**src/design/ducom_defines.svh**
```systemverilog
// Purpose: shared constants for the dual serial unit with counter/timer
// Assumes: 100 MHz clk; the 3.6864 MHz rate reference arrives as a pin
// Notes: rate divisor is 6 << select, so select 0 gives 38400 baud at 16x
// How it works
// RQ1 - two independent full-duplex serial channels
// RQ2 - five to eight data bits per character
// RQ3 - even, odd or no parity, generated and checked
// RQ4 - stop interval in sixteenths, up to two bits
// RQ5 - four-deep receive, two-deep transmit buffers
// RQ6 - errors flagged, interrupt sources individually masked
// RQ7 - normal, echo, local and remote loop modes
// RQ8 - multidrop marks address versus data characters
// RQ9 - rate generator offers standard rates to 38400
// RQ10 - rates derived from separate 3.6864 MHz reference
// RQ11 - separate receive and transmit rate per channel
// RQ12 - per-channel request-to-send and clear-to-send lines
// RQ13 - sixteen-bit counter/timer, counter or timer mode
// RQ14 - counter mode: stopwatch, one-shot, watchdog
// RQ15 - timer mode: baud source, periodic, square wave
// RQ16 - low start, lsb first, parity, high stop
// RQ17 - 16x sampling, start checked at midpoint
// RQ18 - reset disables channels, empties buffers, stops timer
`ifndef DUCOM_DEFINES_SVH
`define DUCOM_DEFINES_SVH
`define DUCOM_MARK 1'b1
`define DUCOM_OVS 4'hF
`define DUCOM_MID 4'h7
`define DUCOM_PRE_LAST 3'h5
`define DUCOM_RX_DEPTH 3'h4
`define DUCOM_TX_DEPTH 2'h2
`define DUCOM_TMR_RST 16'h0000
`endif

```
**src/design/ducom_pkg.sv**
```systemverilog
// Purpose: types shared by the serial unit and its counter/timer
// Assumes: constants live in ducom_defines.svh
// Notes: one-hot state codes, one enum per state machine
`default_nettype none
package ducom_pkg;
  typedef enum logic [1:0] {
    mode_normal = 2'h0, mode_echo = 2'h1, mode_local = 2'h2, mode_remote = 2'h3
  } ducom_mode_t;
  typedef enum logic [4:0] {
    tx_idle = 5'b00001, tx_start = 5'b00010, tx_data = 5'b00100,
    tx_par = 5'b01000, tx_stop = 5'b10000
  } ducom_txs_t;
  typedef enum logic [4:0] {
    rx_idle = 5'b00001, rx_start = 5'b00010, rx_data = 5'b00100,
    rx_par = 5'b01000, rx_stop = 5'b10000
  } ducom_rxs_t;
  // per-channel configuration, held by software
  typedef struct packed {
    logic rx_en;
    logic tx_en;
    logic [1:0] bits_sel;   // 0..3 gives 5..8 data bits
    logic par_en;
    logic par_odd;
    logic [4:0] stop16;     // stop length in sixteenths minus one
    ducom_mode_t mode;
    logic multidrop;
    logic tx_addr;          // multidrop: next characters are addresses
    logic [3:0] rx_rate;    // bit 3 picks the timer, else 6 << [2:0]
    logic [3:0] tx_rate;
    logic cts_en;
    logic rts_on;
    logic [2:0] irq_mask;   // rx available, tx empty, error
  } ducom_cfg_t;
  typedef struct packed {
    logic frame_err;
    logic par_flag;         // parity error, or address mark in multidrop
    logic [7:0] data;
  } ducom_rx_t;
  typedef struct packed {
    logic timer_mode;       // 1 timer, 0 counter
    logic irq_en;
    logic [15:0] preload;
    logic [15:0] duty;
  } ducom_tmr_cfg_t;
  typedef struct packed {
    logic run;
    logic [15:0] cnt;
    logic wave;
    logic flag;
  } ducom_tmr_st_t;
  typedef struct packed {
    ducom_rx_t [3:0] rx_mem;
    logic [1:0] rx_rd;
    logic [2:0] rx_cnt;
    logic [1:0][7:0] tx_mem;
    logic tx_rd;
    logic [1:0] tx_cnt;
    ducom_txs_t tx_st;
    logic [4:0] tx_sub;
    logic [2:0] tx_bit;
    logic [7:0] tx_sh;
    logic tx_pbit;
    logic tx_line;
    ducom_rxs_t rx_st;
    logic [3:0] rx_sub;
    logic [2:0] rx_bit;
    logic [7:0] rx_sh;
    logic rx_par;
    logic rx_pbit;
    logic [2:0] rxd_sync;
    logic rxd_lvl;
    logic [2:0] cts_sync;
    logic cts_lvl;
    logic rx_on;
    logic tx_on;
    logic err;
    logic txd;
    logic rts_n;
  } ducom_ch_t;
  typedef struct packed {
    logic [2:0] ref_sync;
    logic ref_lvl;
    logic [2:0] pre;
    logic [6:0] div;
    ducom_ch_t [1:0] ch;
    logic irq;
  } ducom_st_t;
endpackage : ducom_pkg
`default_nettype wire

```
**src/design/ducom_timer.sv**
```systemverilog
// Purpose: sixteen-bit counter/timer clocked by reference-pin edges
// Assumes: tick is a one-cycle pulse per reference rising edge
// Notes: start also reloads, which is how a watchdog is kicked
`include "ducom_defines.svh"
`timescale 1ns/1ps
`default_nettype none
module ducom_timer (
  input wire logic clk,
  input wire logic reset_n,
  input wire logic ce,
  input wire logic tick,
  input wire ducom_pkg::ducom_tmr_cfg_t cfg,
  input wire logic start,
  input wire logic stop,
  input wire logic ack,
  output logic [15:0] count,
  output logic wave,
  output logic flag,
  output logic baud_tick
);
  ducom_pkg::ducom_tmr_st_t s_reg;
  ducom_pkg::ducom_tmr_st_t s_next;
  logic hit;

  // count down on reference edges; zero raises the sticky flag
  always_comb begin
    s_next = s_reg;
    hit = 1'b0;
    if (start) begin
      s_next.run = 1'b1;                       // [RQ13] [RQ14]
      s_next.cnt = cfg.preload;
    end else if (stop) begin
      s_next.run = 1'b0;
    end else if (s_reg.run && tick) begin
      hit = (s_reg.cnt == 16'h0000);
      if (hit && cfg.timer_mode) begin
        s_next.cnt = cfg.preload;              // periodic reload [RQ15]
      end else begin
        s_next.cnt = s_reg.cnt - 16'h0001;     // counter wraps, stopwatch [RQ14]
      end
    end
    // duty set by compare, so period and duty are independent
    s_next.wave = cfg.timer_mode && s_next.run && (s_next.cnt < cfg.duty); // [RQ15]
    if (ack) begin
      s_next.flag = 1'b0;
    end
    if (hit) begin
      s_next.flag = 1'b1;                      // set beats ack [RQ14]
    end
  end

  // stopped and cleared at reset [RQ18]
  always_ff @(posedge clk or negedge reset_n) begin
    if (!reset_n) begin
      s_reg <= '{cnt: `DUCOM_TMR_RST, default: '0};
    end else if (ce) begin
      s_reg <= s_next;
    end
  end

  assign count = s_reg.cnt;
  assign wave = s_reg.wave;
  assign flag = s_reg.flag;
  assign baud_tick = hit && cfg.timer_mode;    // 16x clock source [RQ15]
endmodule : ducom_timer
`default_nettype wire

```
**src/design/ducom_top.sv**
```systemverilog
// Purpose: two-channel asynchronous serial unit with counter/timer
// Assumes: config arrives as plain ports; pins are asynchronous to clk
// Notes: rate reference, rxd and cts_n pass three-stage synchronisers
`include "ducom_defines.svh"
`timescale 1ns/1ps
`default_nettype none
module ducom_top (
  input wire logic clk,
  input wire logic reset_n,
  input wire logic ce,
  input wire logic ref_clk,
  input wire logic [1:0] rxd,
  output logic [1:0] txd,
  input wire logic [1:0] cts_n,
  output logic [1:0] rts_n,
  input wire ducom_pkg::ducom_cfg_t [1:0] ch_cfg,
  input wire logic [1:0][7:0] tx_data,
  input wire logic [1:0] tx_valid,
  output logic [1:0] tx_ready,
  output ducom_pkg::ducom_rx_t [1:0] rx_word,
  output logic [1:0] rx_valid,
  input wire logic [1:0] rx_pop,
  input wire logic [1:0] err_clr,
  output logic [1:0] ch_err,
  input wire ducom_pkg::ducom_tmr_cfg_t tmr_cfg,
  input wire logic tmr_start,
  input wire logic tmr_stop,
  input wire logic tmr_ack,
  output logic [15:0] tmr_count,
  output logic tmr_wave,
  output logic tmr_flag,
  output logic irq
);
  localparam ducom_pkg::ducom_ch_t CH_RST = '{
    tx_st: ducom_pkg::tx_idle, rx_st: ducom_pkg::rx_idle,
    tx_line: `DUCOM_MARK, txd: `DUCOM_MARK, rts_n: `DUCOM_MARK,
    rxd_lvl: `DUCOM_MARK, cts_lvl: `DUCOM_MARK,
    rxd_sync: {3{`DUCOM_MARK}}, cts_sync: {3{`DUCOM_MARK}}, default: '0};

  ducom_pkg::ducom_st_t s_reg;
  ducom_pkg::ducom_st_t s_next;
  ducom_pkg::ducom_ch_t c;
  ducom_pkg::ducom_ch_t n;
  ducom_pkg::ducom_cfg_t cf;
  ducom_pkg::ducom_rx_t word;
  logic ref_rise;
  logic base_tick;
  logic tmr_tick;
  logic rt;
  logic tt;
  logic has_p;
  logic line_in;
  logic tx_push;
  logic tx_pop;
  logic rx_push;
  logic rx_take;
  logic irq_any;
  logic [2:0] last;
  logic [7:0] dmask;

  // 16x tick for a rate select: timer output or 6 << sel reference edges
  function automatic logic rate_tick(input logic [3:0] r, input logic b,
                                     input logic [6:0] d, input logic tb);
    logic [6:0] m;
    m = 7'h7F >> (3'h7 - r[2:0]);
    rate_tick = r[3] ? tb : (b && ((d & m) == m));
  endfunction : rate_tick

  // reference edge counts only once stages two and three agree
  assign ref_rise = (s_reg.ref_sync[2] == s_reg.ref_sync[1]) &&
                    s_reg.ref_sync[1] && !s_reg.ref_lvl;        // [RQ10]
  assign base_tick = ref_rise && (s_reg.pre == `DUCOM_PRE_LAST); // 38400 x 16 [RQ9]

  ducom_timer u_timer (
    .clk(clk),
    .reset_n(reset_n),
    .ce(ce),
    .tick(ref_rise),
    .cfg(tmr_cfg),
    .start(tmr_start),
    .stop(tmr_stop),
    .ack(tmr_ack),
    .count(tmr_count),
    .wave(tmr_wave),
    .flag(tmr_flag),
    .baud_tick(tmr_tick)
  );

  // whole next state; channel work loops over both channels
  always_comb begin
    s_next = s_reg;
    s_next.ref_sync = {s_reg.ref_sync[1:0], ref_clk};
    if (s_reg.ref_sync[2] == s_reg.ref_sync[1]) begin
      s_next.ref_lvl = s_reg.ref_sync[1];
    end
    if (ref_rise) begin
      s_next.pre = (s_reg.pre == `DUCOM_PRE_LAST) ? 3'h0 : s_reg.pre + 3'h1;
    end
    if (base_tick) begin
      s_next.div = s_reg.div + 7'h01;       // binary chain feeds the /2^k taps
    end
    irq_any = tmr_cfg.irq_en && tmr_flag;
    c = s_reg.ch[0];
    n = c;
    cf = ch_cfg[0];
    word = '0;
    rt = 1'b0;
    tt = 1'b0;
    has_p = 1'b0;
    line_in = 1'b1;
    tx_push = 1'b0;
    tx_pop = 1'b0;
    rx_push = 1'b0;
    rx_take = 1'b0;
    last = 3'h0;
    dmask = 8'h00;
    for (int i = 0; i < 2; i++) begin       // channels share nothing but rates and the irq output [RQ1]
      c = s_reg.ch[i];
      n = c;
      cf = ch_cfg[i];
      rt = rate_tick(cf.rx_rate, base_tick, s_reg.div, tmr_tick); // [RQ11]
      tt = rate_tick(cf.tx_rate, base_tick, s_reg.div, tmr_tick); // [RQ11]
      last = {1'b1, cf.bits_sel};           // index of last data bit [RQ2]
      dmask = 8'hFF >> (~cf.bits_sel);      // [RQ2]
      has_p = cf.par_en || cf.multidrop;
      n.rx_on = cf.rx_en;
      n.tx_on = cf.tx_en;
      n.rts_n = ~cf.rts_on;                 // [RQ12]
      // pin synchronisers: stage one feeds stage two only
      n.rxd_sync = {c.rxd_sync[1:0], rxd[i]};
      if (c.rxd_sync[2] == c.rxd_sync[1]) begin
        n.rxd_lvl = c.rxd_sync[1];
      end
      n.cts_sync = {c.cts_sync[1:0], cts_n[i]};
      if (c.cts_sync[2] == c.cts_sync[1]) begin
        n.cts_lvl = c.cts_sync[1];          // [RQ12]
      end
      line_in = (cf.mode == ducom_pkg::mode_local) ? c.tx_line : c.rxd_lvl; // [RQ7]
      rx_take = rx_pop[i] && (c.rx_cnt != 3'h0);
      tx_push = tx_valid[i] && c.tx_on && (c.tx_cnt != `DUCOM_TX_DEPTH);
      tx_pop = 1'b0;
      rx_push = 1'b0;
      if (tx_push) begin
        n.tx_mem[c.tx_rd ^ c.tx_cnt[0]] = tx_data[i]; // [RQ5]
      end
      if (err_clr[i]) begin
        n.err = 1'b0;                       // cleared first so a new error wins
      end

      // transmitter: start, data lsb first, parity, stop
      unique case (c.tx_st)
        ducom_pkg::tx_idle: begin
          n.tx_line = 1'b1;
          if (c.tx_cnt != 2'h0 && c.tx_on && (!cf.cts_en || !c.cts_lvl) &&
              (cf.mode == ducom_pkg::mode_normal || cf.mode == ducom_pkg::mode_local)) begin
            tx_pop = 1'b1;                  // cts gates the next character [RQ12]
            n.tx_sh = c.tx_mem[c.tx_rd] & dmask;
            n.tx_pbit = cf.multidrop ? cf.tx_addr :
                        ((^(c.tx_mem[c.tx_rd] & dmask)) ^ cf.par_odd); // [RQ3] [RQ8]
            n.tx_st = ducom_pkg::tx_start;
            n.tx_sub = 5'h00;
            n.tx_line = 1'b0;               // start bit low [RQ16]
          end
        end
        ducom_pkg::tx_start, ducom_pkg::tx_data, ducom_pkg::tx_par: begin
          if (tt) begin
            n.tx_sub = {1'b0, c.tx_sub[3:0] + 4'h1};
            if (c.tx_sub[3:0] == `DUCOM_OVS) begin
              if (c.tx_st == ducom_pkg::tx_start ||
                  (c.tx_st == ducom_pkg::tx_data && c.tx_bit != last)) begin
                n.tx_st = ducom_pkg::tx_data;
                n.tx_bit = (c.tx_st == ducom_pkg::tx_start) ? 3'h0 : c.tx_bit + 3'h1;
                n.tx_sh = (c.tx_st == ducom_pkg::tx_start) ? c.tx_sh : {1'b0, c.tx_sh[7:1]};
                n.tx_line = n.tx_sh[0];     // lsb first [RQ16]
              end else if (c.tx_st == ducom_pkg::tx_data && has_p) begin
                n.tx_st = ducom_pkg::tx_par;
                n.tx_line = c.tx_pbit;      // [RQ3]
              end else begin
                n.tx_st = ducom_pkg::tx_stop;
                n.tx_line = 1'b1;           // stop interval high [RQ16]
              end
            end
          end
        end
        ducom_pkg::tx_stop: begin
          if (tt) begin
            n.tx_sub = c.tx_sub + 5'h01;
            if (c.tx_sub == cf.stop16) begin
              n.tx_st = ducom_pkg::tx_idle; // stop16+1 sixteenths [RQ4]
              n.tx_sub = 5'h00;
            end
          end
        end
        default: n.tx_st = ducom_pkg::tx_idle;
      endcase

      // receiver: midpoint start check, then one sample per 16 ticks
      unique case (c.rx_st)
        ducom_pkg::rx_idle: begin
          if (!line_in && c.rx_on && cf.mode != ducom_pkg::mode_remote) begin
            n.rx_st = ducom_pkg::rx_start;
            n.rx_sub = 4'h0;
          end
        end
        ducom_pkg::rx_start: begin
          if (rt) begin
            n.rx_sub = c.rx_sub + 4'h1;
            if (c.rx_sub == `DUCOM_MID) begin
              n.rx_sub = 4'h0;
              n.rx_bit = 3'h0;
              n.rx_par = 1'b0;
              n.rx_st = line_in ? ducom_pkg::rx_idle : ducom_pkg::rx_data; // [RQ17]
            end
          end
        end
        ducom_pkg::rx_data, ducom_pkg::rx_par, ducom_pkg::rx_stop: begin
          if (rt) begin
            n.rx_sub = c.rx_sub + 4'h1;
            if (c.rx_sub == `DUCOM_OVS) begin          // bit centre [RQ17]
              if (c.rx_st == ducom_pkg::rx_data) begin
                n.rx_sh = {line_in, c.rx_sh[7:1]};
                n.rx_par = c.rx_par ^ line_in;
                n.rx_bit = c.rx_bit + 3'h1;
                if (c.rx_bit == last) begin
                  n.rx_st = has_p ? ducom_pkg::rx_par : ducom_pkg::rx_stop;
                end
              end else if (c.rx_st == ducom_pkg::rx_par) begin
                n.rx_pbit = line_in;
                n.rx_st = ducom_pkg::rx_stop;
              end else begin
                rx_push = 1'b1;
                n.rx_st = ducom_pkg::rx_idle;
              end
            end
          end
        end
        default: n.rx_st = ducom_pkg::rx_idle;
      endcase

      // finished character: right-align, flag errors, queue or overrun
      word.data = c.rx_sh >> (~cf.bits_sel);           // [RQ2]
      word.frame_err = !line_in;                        // [RQ6]
      word.par_flag = cf.multidrop ? c.rx_pbit :
                      (cf.par_en && (c.rx_par ^ c.rx_pbit ^ cf.par_odd)); // [RQ3] [RQ8]
      if (rx_push) begin
        if (c.rx_cnt == `DUCOM_RX_DEPTH && !rx_take) begin
          n.err = 1'b1;                     // overrun drops the new character [RQ6]
          rx_push = 1'b0;
        end else begin
          n.rx_mem[c.rx_rd + c.rx_cnt[1:0]] = word; // [RQ5]
          if (word.frame_err || (word.par_flag && !cf.multidrop)) begin
            n.err = 1'b1;                   // [RQ6]
          end
        end
      end
      if (rx_take) begin
        n.rx_rd = c.rx_rd + 2'h1;
      end
      if (tx_pop) begin
        n.tx_rd = ~c.tx_rd;
      end
      n.rx_cnt = c.rx_cnt + {2'h0, rx_push} - {2'h0, rx_take};
      n.tx_cnt = c.tx_cnt + {1'b0, tx_push} - {1'b0, tx_pop};

      // line driver per mode; echo and remote send the received line back
      unique case (cf.mode)
        ducom_pkg::mode_normal: n.txd = c.tx_line;
        ducom_pkg::mode_local: n.txd = 1'b1;
        ducom_pkg::mode_echo, ducom_pkg::mode_remote: n.txd = c.rxd_lvl; // [RQ7]
      endcase
      irq_any = irq_any || (|(cf.irq_mask &
                {c.rx_cnt != 3'h0, c.tx_cnt == 2'h0 && c.tx_st == ducom_pkg::tx_idle,
                 c.err}));                  // each source masked alone [RQ6]
      s_next.ch[i] = n;
    end
    s_next.irq = irq_any;
  end

  // everything idle, disabled and empty after reset [RQ18]
  always_ff @(posedge clk or negedge reset_n) begin
    if (!reset_n) begin
      s_reg <= '{ch: '{CH_RST, CH_RST}, default: '0};
    end else if (ce) begin
      s_reg <= s_next;
    end
  end

  // per-channel output wiring
  for (genvar g = 0; g < 2; g++) begin : g_ch
    assign txd[g] = s_reg.ch[g].txd;
    assign rts_n[g] = s_reg.ch[g].rts_n;
    assign tx_ready[g] = s_reg.ch[g].tx_on && (s_reg.ch[g].tx_cnt != `DUCOM_TX_DEPTH);
    assign rx_valid[g] = (s_reg.ch[g].rx_cnt != 3'h0);
    assign rx_word[g] = s_reg.ch[g].rx_mem[s_reg.ch[g].rx_rd];
    assign ch_err[g] = s_reg.ch[g].err;
  end
  assign irq = s_reg.irq;
endmodule : ducom_top
`default_nettype wire

```
**config.mk**
```make
export PLATFORM = sky130hd
export DESIGN_NAME = ducom_top
export DESIGN_NICKNAME = d
export VERILOG_FILES = /design/src/design/ducom_pkg.sv /design/src/design/ducom_timer.sv /design/src/design/ducom_top.sv
export VERILOG_INCLUDE_DIRS = /design/src /design/src/design
export SDC_FILE = /design/constraint.sdc
export NUM_CORES = 1
export LEC_CHECK = 0
export BUFFER_PORTS_ARGS = -buffer_cell sky130_fd_sc_hd__buf_4
export CAP_MARGIN = 5
export CORE_MARGIN = 2
export CORE_UTILIZATION = 60
export CTS_CLUSTER_DIAMETER = 80
export DETAILED_ROUTE_END_ITERATION = 8
export PLACE_DENSITY = 0.78
export SLEW_MARGIN = 20
export SYNTH_ARGS = -nofsm -noshare
export SYNTH_HDL_FRONTEND = slang
export SYNTH_HIERARCHICAL = 1
export SYNTH_SLANG_ARGS = --single-unit
export TNS_END_PERCENT = 30
```
**constraint.sdc**
```tcl
create_clock -name clk -period 12.2 [get_ports clk]
set_input_delay 0.61 -clock clk [delete_from_list [all_inputs] [get_ports clk]]
set_output_delay 0.61 -clock clk [all_outputs]
set_load 0.03 [all_outputs]
```
# --- Word level (Yosys, flattened, before mapping) ---
# Index checks and enable logic that the tools add are counted.
word_totals:
  out_inout_bits: 49
  in_bits: 123
  wordCells: 536
  register_bits: 278
classes:
  n_addsub: 29
  order_cmp: 13
  n_eq_ne: 82
  shifts: 8
  muxes: 149
  n_bitwise: 28
  n_reduce_logical: 138
op_table:
  columns: ["operator", "n"]
  rows:
  - ["10-bit two-way mux", 12]
  - ["5-bit one-hot mux with 3 select lines", 6]
  - ["40-bit bitwise mux", 2]
  - ["5-bit two-way mux", 16]
  - ["12-bit two-way mux", 6]
  - ["8-bit two-way mux", 8]
  - ["2-bit inequality test, second input constant", 30]
  - ["1-bit two-way mux", 58]
  - ["16-bit two-way mux", 3]
  - ["1-bit logical AND", 47]
  - ["11-bit two-way mux", 4]
  - ["22-bit two-way mux", 2]
  - ["21-bit two-way mux", 2]
  - ["7-bit AND reduction", 6]
  - ["10-bit binary-select mux with 2-bit select", 2]
  - ["10-bit demux with 2-bit select", 2]
  - ["5-bit AND reduction", 8]
  - ["6-bit AND reduction", 6]
  - ["16-bit bitwise mux", 2]
  - ["8-bit one-hot mux with 2 select lines", 2]
  - ["7-bit bitwise AND", 4]
  - ["7-bit equality test", 4]
  - ["2-bit AND reduction", 14]
  - ["7-bit by 3-bit right shift with 7-bit output, first input constant", 4]
  - ["59 further kinds", 197]

# --- Longest topological paths before layout ---
# Gate-level depths: netlist of run 1.
depth:
  word_depth: 14
  depth_mapped: 21
  depth_no_buf: 18

# --- By module ---
# The synthesis of run 1 kept the hierarchy.
modules_own_cells:
  columns: ["module", "n_inst", "cells_each", "seq_area_each_um2", "area_each_um2"]
  rows:
  - ["ducom_top", 1, 1215, 6513.7, 13788.2]
  - ["ducom_timer", 1, 279, 475.5, 2130.8]

# --- Worst setup path before layout of run 1 ---
# No wires, ideal clock.
synth_timing:
  path_type: "register -> register"
  startpoint: "reg s_reg (netlist bit s_next[258])"
  endpoint: "reg s_reg[80] (netlist bit)"
  setup_slack_ns: 7.874
  arrival_ns: 4.204
  path_buffers: 3
  t_required_ns: 12.077
  setup_time_ns: 0.123
  stages_incl_launch_ff: 22
  period_less_slack_ns: 4.326
  cell_sequence: "dfrtp_1 -> ha_1 -> nor2b_4 -> and4bb_2 -> clkbuf_2 -> and3_1 -> nand3_1 -> nor2_1 -> and3_1 -> clkbuf_1 -> a22oi_1 -> buf_2 -> or2_2 -> or3b_2 -> ha_1 -> inv_1 -> ha_1 -> inv_1 -> fa_1 -> xor2_1 -> nand2_1 -> xnor2_1"
synth_between:
  elab_chain_len: 14
  elab_cells_between_ends: 16
  cone_classes: "add/sub: 2; eq/ne: 1; mux: 7; reduce/logical: 6"
synth_lines:
  columns: ["item", "line", "text"]
  rows:
  - ["start, declared", "ducom_top.sv:40", "ducom_pkg::ducom_st_t s_reg;"]
  - ["start signal, assigned", "ducom_top.sv:284", "s_reg <= s_next;"]
  - ["1-bit equality test", "ducom_top.sv:70", "assign ref_rise = (s_reg.ref_sync[2] == s_reg.ref_sync[1]) &&"]
  - ["1-bit logical AND *", "ducom_top.sv:70", null]
  - ["1-bit logical AND *", "ducom_top.sv:71", "s_reg.ref_sync[1] && !s_reg.ref_lvl;"]
  - ["via ref_rise", "ducom_top.sv:46", "logic ref_rise;"]
  - ["1-bit logical AND *", "ducom_timer.sv:34", "end else if (s_reg.run && tick) begin"]
  - ["1-bit two-way mux *", "ducom_timer.sv:34", null]
  - ["1-bit two-way mux *", "ducom_timer.sv:32", "end else if (stop) begin"]
  - ["1-bit two-way mux *", "ducom_timer.sv:29", "if (start) begin"]
  - ["1-bit logical AND *", "ducom_timer.sv:64", "assign baud_tick = hit && cfg.timer_mode;"]
  - ["via tmr_tick", "ducom_top.sv:48", "logic tmr_tick;"]
  - ["1-bit two-way mux *", "ducom_top.sv:66", "rate_tick = r[3] ? tb : (b && ((d & m) == m));"]
  - ["1-bit two-way mux *", "ducom_top.sv:217", "if (rt) begin"]
  - ["1-bit two-way mux *", "ducom_top.sv:198", "unique case (c.rx_st)"]
  - ["1-bit two-way mux *", "ducom_top.sv:245", "if (rx_push) begin"]
  - ["3-bit by 1-bit adder with 3-bit output *", "ducom_top.sv:262", "n.rx_cnt = c.rx_cnt + {2'h0, rx_push} - {2'h0, rx_take};"]
  - ["3-bit by 1-bit subtractor with 3-bit output *", "ducom_top.sv:262", null]
# The timed path passes the listed nets; every way through them passes the cells marked *.
# A chain may end at the register's enable or synchronous reset.

# --- Worst setup path in the final report of run 1 ---
# Ends and elaborated chain as after synthesis.

==> run_results.csv, run 1 <==
group,metric,value,unit
global_route,grt_usage,26.84,%
power_and_ir_drop,clockPowerShare,32.1,%
logic_synthesis,yosysWarningCount,6,
finish,largest_reg_flops,127,
sta,rsz0062_at_grt,"false",
finish,multi_input_area,8298,µm²
sta,fmax,0.2086,GHz
detailed_routing,remaining_drc_errors,0,
clocking,clkLatencyLatePin,0.56,ns
floorplan,die_h,166.9,µm
sta,fin_crit_sh,39.30,%
detailed_routing,vias_per_cell,6.107,
detailed_routing,wire_per_inst,18.74,µm
setup_path,worstPathRequired,12.65,ns
job,cap_violations,0,
finish,nFillCells,1959,
sta,period_needed,4.795,ns
global_route,grt_pass1_vias,12193,
logic_synthesis,ys_types,94,
power_and_ir_drop,power_density,154.6,nW/µm²
sta,worst_pin_slew,0.9746,ns
clocking,htreeDepth,1,
global_route,antenna_found_initial,0,
sta,timing.slew.headroom,33.35,%
sta,fin_setup_tns,0,ns
logic_synthesis,ys_seq_elements,278,
clocking,cts-root-buf,"clkbuf_16",
detailed_routing,dr.pass1.iters,6,
logic_synthesis,synth_ff_type,"dfrtp_1",
power_and_ir_drop,finalPower,2.824,mW
detailed_routing,first_iter_violations,811,
logic_synthesis,synthesis.area,15920,µm²
power_and_ir_drop,p_int,1.942,mW
clocking,cts_tree,"built",
detailed_routing,via_count,12111,
logic_synthesis,seq_area_frac_synth,43.90,%
logic_synthesis,syn_area_per_cell,10.66,µm²
sta,final.setup_skew,0.01524,ns
clocking,cts.repair.resized,0,
detailed_routing,wl,37.17,mm
placed_design,place_congestion,0.9160,
setup_path,cp.arrival,5.24,ns
logic_synthesis,postSynth.asyncResetShare,100.0,%
clocking,clkSinkCount,278,
placed_design,dpl.hpwl,26.42,mm
floorplan,row_count,59,
clocking,clockBufferDepth,3,
finish,antenna_cells,0,
hold_path,hp-class,"primary input to flip-flop",
setup_path,criticalPathCategory,"flip-flop to flip-flop",
finish,nNetsFinal,1784,
outcome,outcome,"complete, no violations",
setup_path,cp-end-kind,"flip-flop",
floorplan,coreArea,26060,µm²
global_route,overflow,0,
logic_synthesis,syn-num-nets,1654,
finish,syn_to_final_growth,14.75,%
sta,final-hold-violation-count,0,
finish,ff_latch_area,6989,µm²
setup_path,r2r_slack,7.41,ns
logic_synthesis,synth_edf_count,0,
floorplan,die_area,27850,µm²
global_route,grt_pass1_wl,61.80,mm
detailed_routing,final_antenna_net_count,0,
sta,drv_slew,0,
floorplan,io-pin-count,172,
clocking,path_clk_slew,0.06,ns
power_and_ir_drop,seqPwrFrac,43.1,%
clocking,numCtsBuffers,30,
placed_design,io_buffers,171,
power_and_ir_drop,leakagePower,8.361,nW
floorplan,initial_core_util,61.09,%
power_and_ir_drop,vdd_drop_max,0.1474,mV
power_and_ir_drop,p_switching,0.8829,mW
setup_path,startpoint_type,"flip-flop",
power_and_ir_drop,combPwrFrac,24.8,%
logic_synthesis,syn_inst,1494,
setup_path,cp_max_fo,11,
sta,setup_violations,0,
finish,drive_gt1_share,29.37,%
global_route,grt_start_max_net_pins,137,
power_and_ir_drop,swShare,31.26,%
floorplan,fp.dieW,166.9,µm
final timing paths:
kind / startpoint / end / cells past startpoint
worst max register to register: s_next[258] / s_reg[80] / 18
worst min-delay path: ch_cfg[31] / rts_n[1] / 2
worst max-delay path: s_next[258] / s_reg[80] / 18
min in group asynchronous: reset_n / c[115] / 2
worst min register to register: rts_n[1] / rts_n[1] / 2
max in group asynchronous: reset_n / s_reg[113] / 4
power groups by stage:
stage	clock network (mW)	logic [mW]	registers [mW]
finish	0.908	0.700	1.22
global route	0.966	0.778	1.24
CTS	0.921	0.698	1.22
detailed placement	0	0.692	1.23
global placement	0	0.673	1.22
floorplan	0	0.568	1.16
cells in the mapped netlist, drive strengths merged, types with 7 or more instances:
| master | count | share of area [%] |
|---|---|---|
| xnor2 | 50 | 2.8 |
| or4 | 8 | 0.42 |
| a21boi | 12 | 0.59 |
| a21o | 14 | 0.68 |
| nor2b | 17 | 0.72 |
| clkbuf | 34 | 0.82 |
| or3 | 10 | 0.42 |
| a211oi | 8 | 0.38 |
| o21ai | 89 | 2.8 |
| buf | 45 | 1.8 |
| nand3b | 9 | 0.42 |
| o2bb2ai | 7 | 0.39 |
| nand3 | 35 | 1.2 |
| nor2 | 91 | 2.1 |
| dfstp | 26 | 4.3 |
| mux2i | 35 | 2.2 |
| a31oi | 14 | 0.55 |
| and3 | 20 | 0.79 |
| nor3 | 36 | 1.4 |
| or2 | 12 | 0.47 |
| mux2 | 172 | 12 |
| nand2b | 16 | 0.63 |
| inv | 55 | 1.3 |
| nand2 | 114 | 2.7 |
| dfrtp | 252 | 40 |
| nor3b | 8 | 0.38 |
| nand4 | 8 | 0.31 |
| a21oi | 75 | 2.4 |
| mux4 | 24 | 3.4 |
| o31ai | 8 | 0.38 |
| o211ai | 9 | 0.42 |
| a22oi | 10 | 0.47 |
| ha | 35 | 2.8 |
| nor4b | 7 | 0.39 |
| nor4 | 9 | 0.54 |
| xor2 | 26 | 1.4 |
| o22ai | 8 | 0.31 |
cell type report:
class,count,area share (%)
Clock buffer,46,4.603
Clock inverter,10,0.7466
Inverter,57,1.171
Multi-Input combinational cell,1079,45.42
Sequential cell,278,38.26
Tap cell,335,2.295
Timing Repair Buffer,178,7.500
placed cells by master (no fill, tap or decap), types with 7 or more instances in the layout:
cell type  netlist  layout
dfrtp_1        252     252
nor3b_1          8       8
a31oi_1         14      14
mux2_2         162     162
nand2b_1        16      16
mux4_2          24      24
a21o_1          12      12
inv_1           55      55
a21oi_1         73      73
o211ai_1         9       9
nand3b_1         9       9
o21ai_0         87      87
nor2b_1         16      16
buf_4           24     174
nor3_1          31      31
a21boi_0        11      11
a211oi_1         8       8
xnor2_1         50      50
and3_1          20      20
clkbuf_1        32      13
mux2i_1         35      35
nor4_1           7       7
nand3_1         33      33
ha_1            35      35
or2_2           12      12
o31ai_1          8       8
o22ai_1          8       8
xor2_1          26      26
nand2_1        113     113
nor2_1          91      91
o2bb2ai_1        7       7
a22oi_1         10      10
or3_1            9       9
mux2_4          10      10
clkbuf_16        0      30
dfstp_2         26      26
nand4_1          8       8
metrics by stage:
| step | hold slack (ns) | setup WS [ns] | cells | area, µm² | utilization, % |
|---|---|---|---|---|---|
| 5_1_grt | 0.1881 | 7.053 | 1983 | 18270 | 70.10 |
| 3_5_place_dp | 0.4801 | 7.358 | 1925 | 17240 | 66.17 |
| 3_3_place_gp | 0.4718 | 7.500 | 1925 | 17240 | 66.17 |
| 6_report | 0.2001 | 7.405 | 1983 | 18270 | 70.10 |
| 4_1_cts | 0.1857 | 7.430 | 1981 | 18220 | 69.92 |
| 2_1_floorplan | 0.3144 | 7.874 | 1494 | 15920 | - |
critical path, cell delays in order, from the launching register on:
cell	delay [ns]
dfrtp_1	0.38
ha_1	0.16
nor2b_4	0.20
and4bb_2	0.35
and3_1	0.30
nand3_1	0.20
nor2_1	0.17
and3_1	0.43
a22oi_1	0.35
or2_2	0.40
or3b_2	0.47
ha_1	0.29
inv_1	0.06
ha_1	0.12
inv_1	0.05
fa_1	0.37
xor2_1	0.14
nand2_1	0.08
xnor2_1	0.16
per-layer routing:
| metal | vias up | part of all wire, % | track usage, % |
|---|---|---|---|
| li1 | 5709 | - | - |
| met5 | - | 0 | 0 |
| met3 | 57 | 5.2 | 3.874 |
| met1 | 6011 | 44 | 36.52 |
| met2 | 334 | 48 | 45.30 |
| met4 | 0 | 2.2 | 7.346 |
kinds of logic after synthesis:
kind of cell / after synthesis / share of synthesized area [%]
muxes: 231 / 18.00
and+or+nand+nor: 419 / 13.93
adders and majority gates: 37 / 3.002
buffers and inverters: 137 / 4.048
AOI/OAI and AO/OA: 316 / 12.94
DFF: 278 / 43.90
xor gates and xnor gates: 76 / 4.181
what timing repair did:
item,in CTS,in global routing
setup buffers,0,0
hold endpoints to repair,0,29
hold buffers,0,1
No activity file was read; power rests on OpenSTA's default activity.
==> inputs of run 2 (changes only) <==
- ABC_AREA: not set -> 1
- clock period: 12.2 -> 4.9 ns (I/O delays scaled with it)
==> run_results.csv, run 2 <==
group,metric,value,unit
sta,period_needed,3.842,ns
clocking,cts-root-buf,"clkbuf_16",
setup_path,r2r_cells,21,
floorplan,io-pin-count,172,
logic_synthesis,synth_top_area_share,36.06,%
clocking,cts.repair.resized,0,
clocking,post_cts_buffers,0,
setup_path,startpoint_type,"flip-flop",
detailed_routing,wire_per_inst,15.12,µm
sta,final.setup_skew,0.01469,ns
finish,most-common-layout-cells,"684 x nand2_1, 281 x inv_1, 252 x dfrtp_1",
power_and_ir_drop,vdd_drop_max,0.3497,mV
logic_synthesis,seq_area_frac_synth,39.97,%
sta,worst_pin_slew,1.067,ns
logic_synthesis,ys_seq_elements,278,
finish,drive_gt1_share,16.15,%
setup_path,setup.worst_path.end,"s_reg[80]",
outcome,outcome,"complete, no violations",
setup_path,cpMostUsedCell,"inv_1",
job,cap_violations,0,
detailed_routing,first_iter_violations,1367,
power_and_ir_drop,power_density,449.0,nW/µm²
finish,post-route-util,70.12,%
setup_path,cp_max_fo,17,
setup_path,cp_cell_sequence,"ha_1 > inv_1 > nor2_1 > nand3_2 > buf_4 > nor2_1 > inv_1 > nor3_1 > buf_4 > nand2_1 > nand2_2 > nand2_1 > or3_1 > ha_1 > inv_1 > ha_1 > inv_1 > fa_1 > a21oi_1 > o21ai_0 > xor2_1",
floorplan,fp.dieW,174.7,µm
setup_path,cp.arrival,4.29,ns
logic_synthesis,synthesis.area,17490,µm²
sta,final-hold-violation-count,0,
setup_path,cp-end-kind,"flip-flop",
placed_design,dpl.hpwl,30.78,mm
logic_synthesis,yosys.cell_count.top_type,"nand2_1",
detailed_routing,remaining_drc_errors,0,
setup_path,r2r_end,"s_reg[80]",
clocking,cts_hold_buf,36,
logic_synthesis,yosysWarningCount,6,
logic_synthesis,synth_area_leaders,"dfrtp_1 36%, nand2_1 15%, inv_1 6.0%",
logic_synthesis,synth_edf_count,0,
setup_path,crit_path_max_incr_delay,0.38,ns
setup_path,critical_path.top_delay_family,"simple AND/OR/NAND/NOR gates",
logic_synthesis,syn_area_per_cell,7.428,µm²
setup_path,crit_buf_inv,6,
clocking,clkLatencyLatePin,0.57,ns
setup_path,worstPathRequired,5.35,ns
setup_path,criticalPathCategory,"flip-flop to flip-flop",
clocking,numCtsBuffers,31,
global_route,grt_pass1_vias,15167,
floorplan,initial_core_util,60.92,%
clocking,path_clk_slew,0.06,ns
clocking,htreeDepth,1,
logic_synthesis,ys_top_cells_by_count,"684 x nand2_1, 281 x inv_1, 252 x dfrtp_1, 182 x nand3_1, 149 x o21ai_0",
sta,setup_violations,0,
clocking,cts_tree,"built",
detailed_routing,via_count,15920,
power_and_ir_drop,leakagePower,10.20,nW
sta,drv_slew,0,
sta,fin_crit_sh,78.41,%
placed_design,io_buffers,171,
floorplan,coreArea,28700,µm²
global_route,grt_pass1_wl,73.37,mm
floorplan,row_count,62,
logic_synthesis,postSynth.asyncResetShare,100.0,%
logic_synthesis,ys_types,61,
finish,final_common_cell,"nand2_1",
global_route,grt_usage,28.78,%
global_route,grt_start_max_net_pins,111,
hold_path,hp-class,"primary input to flip-flop",
setup_path,regToRegStartpoint,"s_next[258]",
setup_path,cp_num_cells,21,
setup_path,worstSetupStartpoint,"s_next[258]",
placed_design,place_congestion,0.9083,
sta,fin_setup_tns,0,ns
logic_synthesis,yosys.area.top_type,"dfrtp_1",
finish,largest_reg_flops,127,
clocking,clkSinkCount,278,
logic_synthesis,syn-num-nets,2514,
sta,timing.slew.headroom,28.87,%
detailed_routing,dr.pass1.iters,6,
floorplan,die_h,174.7,µm
setup_path,r2r_slack,1.06,ns
sta,fmax,0.2603,GHz
logic_synthesis,synth_ff_type,"dfrtp_1",
logic_synthesis,syn_inst,2354,
detailed_routing,wl,44.04,mm
detailed_routing,vias_per_cell,5.467,
clocking,clockBufferDepth,3,
detailed_routing,final_antenna_net_count,0,
finish,syn_to_final_growth,15.11,%
sta,rsz0062_at_grt,"false",
global_route,overflow,0,
setup_path,crit_slowest_cell,"dfrtp_1",
global_route,antenna_found_initial,1,
finish,nNetsFinal,2662,
floorplan,die_area,30520,µm²
-- run 2: cell types whose count changed in the layout (fill, tap and decap cells not counted), sizes merged, moves of 29 or more --
cell,before,now
o21bai,1,81
dlygate4sd3,1,36
a21oi,75,125
mux2,172,0
inv,55,302
nand3,35,190
nor2,91,156
mux2i,35,6
o21ai,89,219
xnor2,50,20
nand2,114,695
-- run 2: per-layer routing --
| metal | global-route usage [%] | share of wire, % | vias up |
|---|---|---|---|
| li1 | - | - | 7849 |
| met1 | 40.80 | 46 | 7506 |
| met2 | 46.31 | 46 | 482 |
| met3 | 3.568 | 5.7 | 83 |
| met4 | 9.063 | 3.2 | 0 |
| met5 | 0 | 0 | - |
-- run 2: how the worst min path moves through the flow --
stage	startpoint	end	slack (ns)	depth (start not counted)
2_1_floorplan	reset_n	c[100]	-0.05	0
3_3_place_gp	reset_n	c[107]	0.35	1
6_report	ch_cfg[1]	irq	0.01	3
3_5_place_dp	reset_n	c[117]	0.35	1
5_1_grt	ch_cfg[1]	irq	0.03	3
4_1_cts	ch_cfg[1]	irq	0.003	3
-- run 2: worst reg2reg max path, stage by stage (launching register included) --
cell     delay, ns
dfrtp_1       0.38
ha_1          0.18
inv_1         0.05
nor2_1        0.14
nand3_2       0.09
buf_4         0.21
nor2_1        0.11
inv_1         0.10
nor3_1        0.19
buf_4         0.17
nand2_1       0.10
nand2_2       0.23
nand2_1       0.16
or3_1         0.33
ha_1          0.27
inv_1         0.06
ha_1          0.13
inv_1         0.05
fa_1          0.36
a21oi_1       0.14
o21ai_0       0.11
xor2_1        0.15
-- run 2: power breakdown --
part / internal, mW / switching [mW]
logic: 1.09 / 2.59
registers: 2.69 / 0.346
clock network: 1.36 / 0.964
-- run 2: cell families (layout without fill, tap and decap cells) --
logic type | Yosys count | in the layout | synth area share, %
compound gates | 471 | 471 | 17.11
mux | 6 | 6 | 0.3435
other cells | 0 | 1 | 0
fa+ha+maj | 37 | 37 | 2.733
simple gates | 1094 | 1094 | 26.92
flops | 278 | 278 | 39.97
buf+inv | 411 | 584 | 10.07
xor+xnor | 57 | 57 | 2.855
-- run 2: layout make-up --
type | instances | area, µm²
multi-input combinational | 1665 | 8743
fill | 2340 | 8576
sequential | 278 | 6989
timing repair buffer | 217 | 1739
inverter | 309 | 1162
clock buffer | 48 | 899.6
tap | 384 | 480.5
clock inverter | 10 | 110.1
antenna | 1 | 2.502
-- run 2: stage by stage --
stage	instance area, µm²	hold slack [ns]	cells	setup slack [ns]	total power [mW]
final	20130	0.01025	2912	1.058	9.038
after global routing	20130	0.02555	2912	0.7614	9.652
after CTS	20120	0.003437	2911	1.064	9.055
after floorplan	17490	-0.05059	2354	1.432	5.693
after detailed placement	18750	0.3451	2817	1.085	6.677
after global placement	18750	0.3480	2817	1.173	6.572
